<file path="config.mk">
export PLATFORM = sky130hd
export DESIGN_NAME = imsd_top
export DESIGN_NICKNAME = d
export VERILOG_FILES = /design/src/imsd_pkg.sv /design/src/imsd_top.sv
export VERILOG_INCLUDE_DIRS = /design/src /design/src/src
export SDC_FILE = /design/constraint.sdc
export NUM_CORES = 1
export LEC_CHECK = 0
export ABC_AREA = 1
export BUFFER_PORTS_ARGS = -buffer_cell sky130_fd_sc_hd__buf_4
export CAP_MARGIN = 20
export CORE_UTILIZATION = 50
export CTS_CLUSTER_DIAMETER = 120
export DETAILED_ROUTE_END_ITERATION = 7
export GPL_ROUTABILITY_DRIVEN = 0
export GPL_TIMING_DRIVEN = 0
export PLACE_DENSITY = 0.74
export SYNTH_ARGS = -nofsm -noshare
export SYNTH_HDL_FRONTEND = slang
export SYNTH_SLANG_ARGS = --single-unit
</file>
<file path="constraint.sdc">
create_clock -name ref_clk -period 3.85 [get_ports ref_clk]
set_input_delay 0.5775 -clock ref_clk [delete_from_list [all_inputs] [get_ports ref_clk]]
set_output_delay 0.5775 -clock ref_clk [all_outputs]
set_load 0.02 [all_outputs]
</file>
<file path="src/imsd_defs.svh">
// register map, field positions and reset values of the master status and data block
`ifndef IMSD_DEFS_SVH
`define IMSD_DEFS_SVH

`define IMSD_ADDR_STATUS 32'hffff0804
`define IMSD_ADDR_RX 32'hffff0808
`define IMSD_ADDR_TX 32'hffff080c
`define IMSD_ADDR_RCNT 32'hffff0810
`define IMSD_ADDR_BCNT 32'hffff0814
`define IMSD_ADDR_TADR 32'hffff0818
`define IMSD_ADDR_IRQ_STAT 32'hffff0840
`define IMSD_ADDR_IRQ_MASK 32'hffff0844

`define IMSD_ST_NACK 4
`define IMSD_ST_RXQ 3
`define IMSD_ST_TXQ 2
`define IMSD_IRQ_NACK 0
`define IMSD_IRQ_RX 1
`define IMSD_IRQ_TX 2
`define IMSD_IRQ_W 3

`define IMSD_LVL_EMPTY 2'h0
`define IMSD_LVL_ONE 2'h1
`define IMSD_LVL_FULL 2'h3

`define IMSD_FIFO_DEPTH 2'h2
`define IMSD_RCNT_W 9
`define IMSD_RCNT_EXT 8
`define IMSD_ADR_DIR 0

`define IMSD_RST_BYTE 8'h00
`define IMSD_RST_RCNT 9'h000
`define IMSD_RST_IRQ 3'h0
`define IMSD_RDATA_ZERO 32'h00000000

`endif

</file>
<file path="src/imsd_pkg.sv">
// types shared by the master status and data block
package imsd_pkg;
	typedef struct packed {
		logic valid;
		logic [7:0] data;
	} imsd_byte_type;

	typedef struct packed {
		logic [6:0] addr;
		logic read;
	} imsd_target_type;
endpackage

</file>
<file path="src/imsd_top.sv">
// apb register file, byte fifos, status flags and counters of the two-wire master data path
`timescale 1ns/1ps
`include "imsd_defs.svh"

module imsd_top import imsd_pkg::*; (
	input wire logic ref_clk,
	input wire logic reset,
	input wire logic psel,
	input wire logic penable,
	input wire logic pwrite,
	input wire logic [31:0] paddr,
	input wire logic [31:0] pwdata,
	output logic [31:0] prdata,
	output logic pready,
	output logic pslverr,
	output logic irq,
	input wire logic eng_start,
	input wire logic eng_addr_nack,
	input wire logic eng_addr_write_sent,
	input wire imsd_byte_type eng_rx,
	input wire logic eng_tx_pop,
	output imsd_byte_type eng_tx,
	output imsd_target_type eng_target,
	output logic [8:0] eng_read_count
);
	logic apb_setup;
	logic apb_acc;
	logic apb_wr;
	logic apb_rd;
	logic addr_hit;
	logic [31:0] rdata_next;
	logic [31:0] prdata_reg;

	logic [7:0] tx_mem [0:1];
	logic tx_wp_reg;
	logic tx_rp_reg;
	logic [1:0] tx_cnt_reg;
	logic tx_push;
	logic tx_pop;
	logic [1:0] tx_level;

	logic [7:0] rx_mem [0:1];
	logic rx_wp_reg;
	logic rx_rp_reg;
	logic [1:0] rx_cnt_reg;
	logic rx_push;
	logic rx_pop;
	logic [7:0] rx_head;

	logic [8:0] read_count_reg;
	logic [7:0] bytes_recv_reg;
	logic [7:0] target_addr_reg;
	imsd_target_type eng_target_reg;
	imsd_byte_type eng_tx_reg;

	logic nack_flag_reg;
	logic rx_request_flag;
	logic tx_request_flag;
	logic tx_req_prev_reg;
	logic [15:0] status_word;

	logic [2:0] irq_stat_reg;
	logic [2:0] irq_stat_next;
	logic [2:0] irq_mask_reg;
	logic [2:0] irq_events;
	logic irq_reg;

	assign apb_setup = psel && !penable;
	assign apb_acc = psel && penable;
	assign apb_wr = apb_acc && pwrite;
	assign apb_rd = apb_acc && !pwrite;
	// zero wait states: every access ends in its first access cycle
	assign pready = apb_acc;

	always_comb begin
		addr_hit = 1'b1;
		case (paddr)
			`IMSD_ADDR_STATUS, `IMSD_ADDR_RX, `IMSD_ADDR_TX, `IMSD_ADDR_RCNT,
			`IMSD_ADDR_BCNT, `IMSD_ADDR_TADR, `IMSD_ADDR_IRQ_STAT,
			`IMSD_ADDR_IRQ_MASK: addr_hit = 1'b1;
			default: addr_hit = 1'b0;
		endcase
	end
	assign pslverr = apb_acc && !addr_hit;

	// tx register reads as zero since it is write-only
	always_comb begin
		rdata_next = `IMSD_RDATA_ZERO;
		case (paddr)
			`IMSD_ADDR_STATUS: rdata_next = {16'h0000, status_word};
			`IMSD_ADDR_RX: rdata_next = {24'h000000, rx_head};
			`IMSD_ADDR_RCNT: rdata_next = {23'h0, read_count_reg};
			`IMSD_ADDR_BCNT: rdata_next = {24'h000000, bytes_recv_reg};
			`IMSD_ADDR_TADR: rdata_next = {24'h000000, target_addr_reg};
			`IMSD_ADDR_IRQ_STAT: rdata_next = {29'h0, irq_stat_reg};
			`IMSD_ADDR_IRQ_MASK: rdata_next = {29'h0, irq_mask_reg};
			default: rdata_next = `IMSD_RDATA_ZERO;
		endcase
	end

	// captured in the setup cycle so prdata is a flop; status is one cycle old
	always_ff @(posedge ref_clk) begin
		if (reset) begin
			prdata_reg <= `IMSD_RDATA_ZERO;
		end else if (apb_setup && !pwrite) begin
			prdata_reg <= rdata_next;
		end
	end
	assign prdata = prdata_reg;

	// transmit fifo, two bytes deep
	assign tx_push = apb_wr && paddr == `IMSD_ADDR_TX && tx_cnt_reg != `IMSD_FIFO_DEPTH;
	assign tx_pop = eng_tx_pop && tx_cnt_reg != 2'h0;

	always_ff @(posedge ref_clk) begin
		if (reset) begin
			tx_mem[0] <= `IMSD_RST_BYTE;
			tx_mem[1] <= `IMSD_RST_BYTE;
			tx_wp_reg <= 1'b0;
		end else if (tx_push) begin
			tx_mem[tx_wp_reg] <= pwdata[7:0];
			tx_wp_reg <= !tx_wp_reg;
		end
	end

	always_ff @(posedge ref_clk) begin
		if (reset) begin
			tx_rp_reg <= 1'b0;
			tx_cnt_reg <= 2'h0;
		end else begin
			if (tx_pop) begin
				tx_rp_reg <= !tx_rp_reg;
			end
			tx_cnt_reg <= tx_cnt_reg + {1'b0, tx_push} - {1'b0, tx_pop};
		end
	end

	// engine sees the head byte registered
	always_ff @(posedge ref_clk) begin
		if (reset) begin
			eng_tx_reg <= '0;
		end else begin
			eng_tx_reg.valid <= (tx_cnt_reg + {1'b0, tx_push} - {1'b0, tx_pop}) != 2'h0;
			eng_tx_reg.data <= (tx_cnt_reg == 2'h0 || (tx_pop && tx_cnt_reg == 2'h1)) ?
				pwdata[7:0] : tx_mem[tx_pop ? !tx_rp_reg : tx_rp_reg];
		end
	end
	assign eng_tx = eng_tx_reg;

	// the 10 code is never produced; a single byte always reads as 01
	always_comb begin
		case (tx_cnt_reg)
			2'h0: tx_level = `IMSD_LVL_EMPTY;
			2'h1: tx_level = `IMSD_LVL_ONE;
			default: tx_level = `IMSD_LVL_FULL;
		endcase
	end

	// receive fifo; a byte arriving while full is dropped
	assign rx_push = eng_rx.valid && rx_cnt_reg != `IMSD_FIFO_DEPTH;
	assign rx_pop = apb_rd && paddr == `IMSD_ADDR_RX && rx_cnt_reg != 2'h0;
	assign rx_head = rx_cnt_reg == 2'h0 ? `IMSD_RST_BYTE : rx_mem[rx_rp_reg];

	always_ff @(posedge ref_clk) begin
		if (reset) begin
			rx_mem[0] <= `IMSD_RST_BYTE;
			rx_mem[1] <= `IMSD_RST_BYTE;
			rx_wp_reg <= 1'b0;
		end else if (rx_push) begin
			rx_mem[rx_wp_reg] <= eng_rx.data;
			rx_wp_reg <= !rx_wp_reg;
		end
	end

	always_ff @(posedge ref_clk) begin
		if (reset) begin
			rx_rp_reg <= 1'b0;
			rx_cnt_reg <= 2'h0;
		end else begin
			if (rx_pop) begin
				rx_rp_reg <= !rx_rp_reg;
			end
			rx_cnt_reg <= rx_cnt_reg + {1'b0, rx_push} - {1'b0, rx_pop};
		end
	end

	// read count and address are held as written; the engine interprets them
	always_ff @(posedge ref_clk) begin
		if (reset) begin
			read_count_reg <= `IMSD_RST_RCNT;
			target_addr_reg <= `IMSD_RST_BYTE;
		end else if (apb_wr) begin
			if (paddr == `IMSD_ADDR_RCNT) begin
				read_count_reg <= pwdata[`IMSD_RCNT_W-1:0];
			end
			if (paddr == `IMSD_ADDR_TADR) begin
				target_addr_reg <= pwdata[7:0];
			end
		end
	end
	assign eng_read_count = read_count_reg;

	always_ff @(posedge ref_clk) begin
		if (reset) begin
			eng_target_reg <= '0;
		end else if (eng_start) begin
			eng_target_reg.addr <= target_addr_reg[7:1];
			eng_target_reg.read <= target_addr_reg[`IMSD_ADR_DIR];
		end
	end
	assign eng_target = eng_target_reg;

	always_ff @(posedge ref_clk) begin
		if (reset) begin
			bytes_recv_reg <= `IMSD_RST_BYTE;
		end else if (eng_start) begin
			bytes_recv_reg <= `IMSD_RST_BYTE;
		end else if (rx_push) begin
			bytes_recv_reg <= bytes_recv_reg + 8'h01;
		end
	end

	// status flags
	always_ff @(posedge ref_clk) begin
		if (reset) begin
			nack_flag_reg <= 1'b0;
		end else if (eng_addr_nack) begin
			nack_flag_reg <= 1'b1;
		end else if (eng_start) begin
			nack_flag_reg <= 1'b0;
		end
	end
	assign rx_request_flag = rx_cnt_reg != 2'h0;
	assign tx_request_flag = eng_addr_write_sent && tx_cnt_reg != `IMSD_FIFO_DEPTH;

	always_comb begin
		status_word = 16'h0000;
		status_word[`IMSD_ST_NACK] = nack_flag_reg;
		status_word[`IMSD_ST_RXQ] = rx_request_flag;
		status_word[`IMSD_ST_TXQ] = tx_request_flag;
		status_word[1:0] = tx_level;
	end

	// interrupts: sticky events, write one to clear, set beats clear
	always_ff @(posedge ref_clk) begin
		if (reset) begin
			tx_req_prev_reg <= 1'b0;
		end else begin
			tx_req_prev_reg <= tx_request_flag;
		end
	end

	always_comb begin
		irq_events = `IMSD_RST_IRQ;
		irq_events[`IMSD_IRQ_NACK] = eng_addr_nack;
		irq_events[`IMSD_IRQ_RX] = rx_push;
		irq_events[`IMSD_IRQ_TX] = tx_request_flag && !tx_req_prev_reg;
		irq_stat_next = irq_stat_reg | irq_events;
		if (apb_wr && paddr == `IMSD_ADDR_IRQ_STAT) begin
			irq_stat_next = (irq_stat_reg & ~pwdata[`IMSD_IRQ_W-1:0]) | irq_events;
		end
	end

	always_ff @(posedge ref_clk) begin
		if (reset) begin
			irq_stat_reg <= `IMSD_RST_IRQ;
			irq_mask_reg <= `IMSD_RST_IRQ;
			irq_reg <= 1'b0;
		end else begin
			irq_stat_reg <= irq_stat_next;
			if (apb_wr && paddr == `IMSD_ADDR_IRQ_MASK) begin
				irq_mask_reg <= pwdata[`IMSD_IRQ_W-1:0];
			end
			irq_reg <= |(irq_stat_next & (apb_wr && paddr == `IMSD_ADDR_IRQ_MASK ?
				pwdata[`IMSD_IRQ_W-1:0] : irq_mask_reg));
		end
	end
	assign irq = irq_reg;
endmodule

</file>
==> flow_summary.json <==
{
  "nNetsFinal": 858,
  "slew_viol_final": 0,
  "grtUsageTotal_pct": 25.2,
  "crit_path_frequent_cell": "buf_4",
  "fin_setup_tns_ns": 0,
  "tritoncts": "yes",
  "worstSetupPathType": "in2out",
  "crit_path_cell_trace": "buf_4, nand2_1, nor2_1, nand2_2, nor2_8, buf_4, nand3_1, nand4_1, nor3_1, buf_4",
  "htree_levels": 3,
  "yosysSeqAreaShare_pct": 46.0,
  "synth_cell_types": 42,
  "max_clock_freq_mhz": 402,
  "path_buf_inv": 3,
  "die_area_mm2": 0.0106,
  "period_share_pct": 64.6,
  "cp-end-kind": "primary output",
  "path_depth": 10,
  "root_buffer": "clkbuf_8",
  "overflow": 0,
  "power_density_mw_per_mm2": 376,
  "hold_path.class": "in2reg",
  "r2r-end": "rx_cnt_reg[1]$_SDFF_PP0_",
  "dp_hpwl_mm": 9.70,
  "worstMarginPinSlew_ns": 0.655,
  "ant_nets": 0,
  "cts_buffer_depth": 2,
  "vias": 4618,
  "final_core_util_pct": 63.7,
  "finClkSkew_ns": 0.0130,
  "cp.required_ns": 3.27,
  "wl_mm": 12.7,
  "ir_drop_v": 0.000215,
  "drv_cap": 0,
  "die_w_um": 103,
  "fillers": 891,
  "chipHeight_um": 103,
  "dpl_worst_slack_ns": 0.837,
  "grt_pass1_wl_mm": 20.4,
  "clkLatencyLatePin_ns": 0.38,
  "p_leak_nw": 2.94,
  "ys_warn_count": 0,
  "cp_max_fo": 10,
  "setup.worst_path.start": "paddr[17]",
  "cts_buffers": 9,
  "ys_seq_elements": 101,
  "via_per_inst": 5.08,
  "portBuffers": 95,
  "ff2ff_setup_slack_ns": 1.69,
  "antenna_found_initial": 0,
  "cts_num_sinks": 101,
  "synth.avg_cell_area_um2": 7.95,
  "cts_resized": 0,
  "postCtsSetupBuffers": 0,
  "slew_headroom_pct": 56.3,
  "crit_path_start_kind": "input pin",
  "reg2reg_from": "rx_cnt_reg[1]$_SDFF_PP0_",
  "top_regs": "rx_mem: 16 flops, tx_mem: 16 flops",
  "area_delta_synth_final_pct": 22.7,
  "endpoint": "pslverr",
  "cts.clk_slew.worst_paths_ns": 0.09,
  "core_area_mm2": 0.00982,
  "drive_gt1_share_pct": 24.4,
  "reg2reg_depth": 10,
  "drt_iter0_drc": 203,
  "min_period_ns": 2.49,
  "grt_pass1_vias": 4387,
  "rows": 36,
  "worst_path_max_delay_cell": "nor2_8",
  "syn_inst": 641,
  "critical_path.max_stage_delay_ns": 0.23,
  "setup_viol": 0,
  "netlist_area_mm2": 0.00510,
  "start_util_pct": 51.9,
  "timing_hold_violations_final": 0,
  "wire_per_inst_um": 14.0,
  "holdBufCountCts": 0,
  "antenna_cells": 0,
  "rsz0062_at_grt": "no",
  "grt_max_degree": 20,
  "setup_ws_ns": 1.36,
  "holdWs_ns": 0.462,
  "firstDrtPassIters": 5,
  "critPathArrivalTime_ns": 1.91,
  "status": "complete, no violations",
  "critPathTopFamily": "simple AND/OR/NAND/NOR gates",
  "drc": 0,
  "ioPinCount": 143
}
[cell families after synthesis]
| logic type | Yosys count | synth area share (%) |
|---|---|---|
| flip-flops | 101 | 46.0 |
| AO/OA/AOI/OAI | 92 | 11.5 |
| XOR/XNOR | 3 | 0.516 |
| other | 1 | 0.0736 |
| adder cells (fa/ha/maj) | 5 | 1.23 |
| multiplexers | 1 | 0.196 |
| buffers and inverters | 135 | 12.1 |
| AND/OR/NAND/NOR | 303 | 28.4 |
[tightest hold or removal path, stage by stage]
cell     delay, ns
buf_4         0.08
nand2_1       0.07
nor2_1        0.08
[per-layer routing]
metal,track usage [%],vias to the layer above,routed length (um)
li1,-,2287,-
met1,31.1,2138,5540
met2,43.2,160,6140
met3,5.15,33,734
met4,9.97,0,309
met5,0,-,0
[Yosys cell counts, drive strengths merged]
cell,n,area (um^2)
o211ai,10,75.1
nand4,6,52.6
xor2,1,8.76
o21ai,29,149
o22ai,3,18.8
clkbuf,10,37.5
nor3,11,66.3
or2,3,18.8
buf,29,220
a31oi,4,25.0
a21oi,29,145
conb,1,3.75
inv,96,360
xnor2,2,17.5
nand3,47,253
nor3b,2,15.0
mux2i,1,10.0
edfxtp,32,961
dfxtp,69,1380
nor2,114,524
ha,5,62.6
nand3b,3,51.3
a211oi,17,173
nand2,117,467
[placed cells by master, fill, tap and decap left out, drive strengths merged]
master and n:
buf 125, nand2 117, nor2 114, inv 99, dfxtp 69, nand3 47, edfxtp 32, a21oi 29
o21ai 29, conb 23, clkbuf 21, a211oi 17, nor3 11, o211ai 10, nand4 6, ha 5
a31oi 4, o22ai 3, clkinv 3, nand3b 3, or2 3, nor3b 2, xnor2 2, mux2i 1
xor2 1
[report_power, final]
group,internal (mW),switching [mW],total (mW)
Sequential,1.17,0.0330,1.20
Combinational,0.187,0.316,0.503
Clock,0.248,0.401,0.649
[cell type report]
type | count | area, um^2 | area share, %
flip-flops and latches | 101 | 2340 | 37.5
multi-input cells | 427 | 2220 | 35.5
repair buffers | 97 | 726 | 11.6
inverters | 96 | 360 | 5.76
plain buffers | 39 | 258 | 4.12
well taps | 133 | 166 | 2.66
clock buffers | 10 | 128 | 2.04
clock inverters | 6 | 55.1 | 0.880
[worst min path at each step]
stage,from,slack [ns],cells past startpoint,endpoint
floorplan,rx_rp_reg$_SDFFE_PP0P_,0.43,1,flop
global placement,rx_rp_reg$_SDFFE_PP0P_,0.44,1,rx_rp_reg$_SDFFE_PP0P_
detailed placement,rx_rp_reg$_SDFFE_PP0P_,0.46,1,rx_rp_reg$_SDFFE_PP0P_
CTS,eng_addr_write_sent,0.46,3,tx_req_prev_reg$_SDFF_PP0_
global route,pwdata[8],0.49,3,eng_read_count[8]$_SDFFE_PP0P_
finish,eng_addr_write_sent,0.46,3,tx_req_prev_reg$_SDFF_PP0_
[through the flow]
step | instances | total power, mW | instance area [um^2]
CTS | 907 | 2.35 | 6240
detailed placement | 891 | 1.73 | 6060
floorplan | 663 | 1.54 | 5180
global placement | 891 | 1.70 | 6060
finish | 909 | 2.35 | 6250
global route | 909 | 2.46 | 6250
Power figures use the tool's default switching activity.
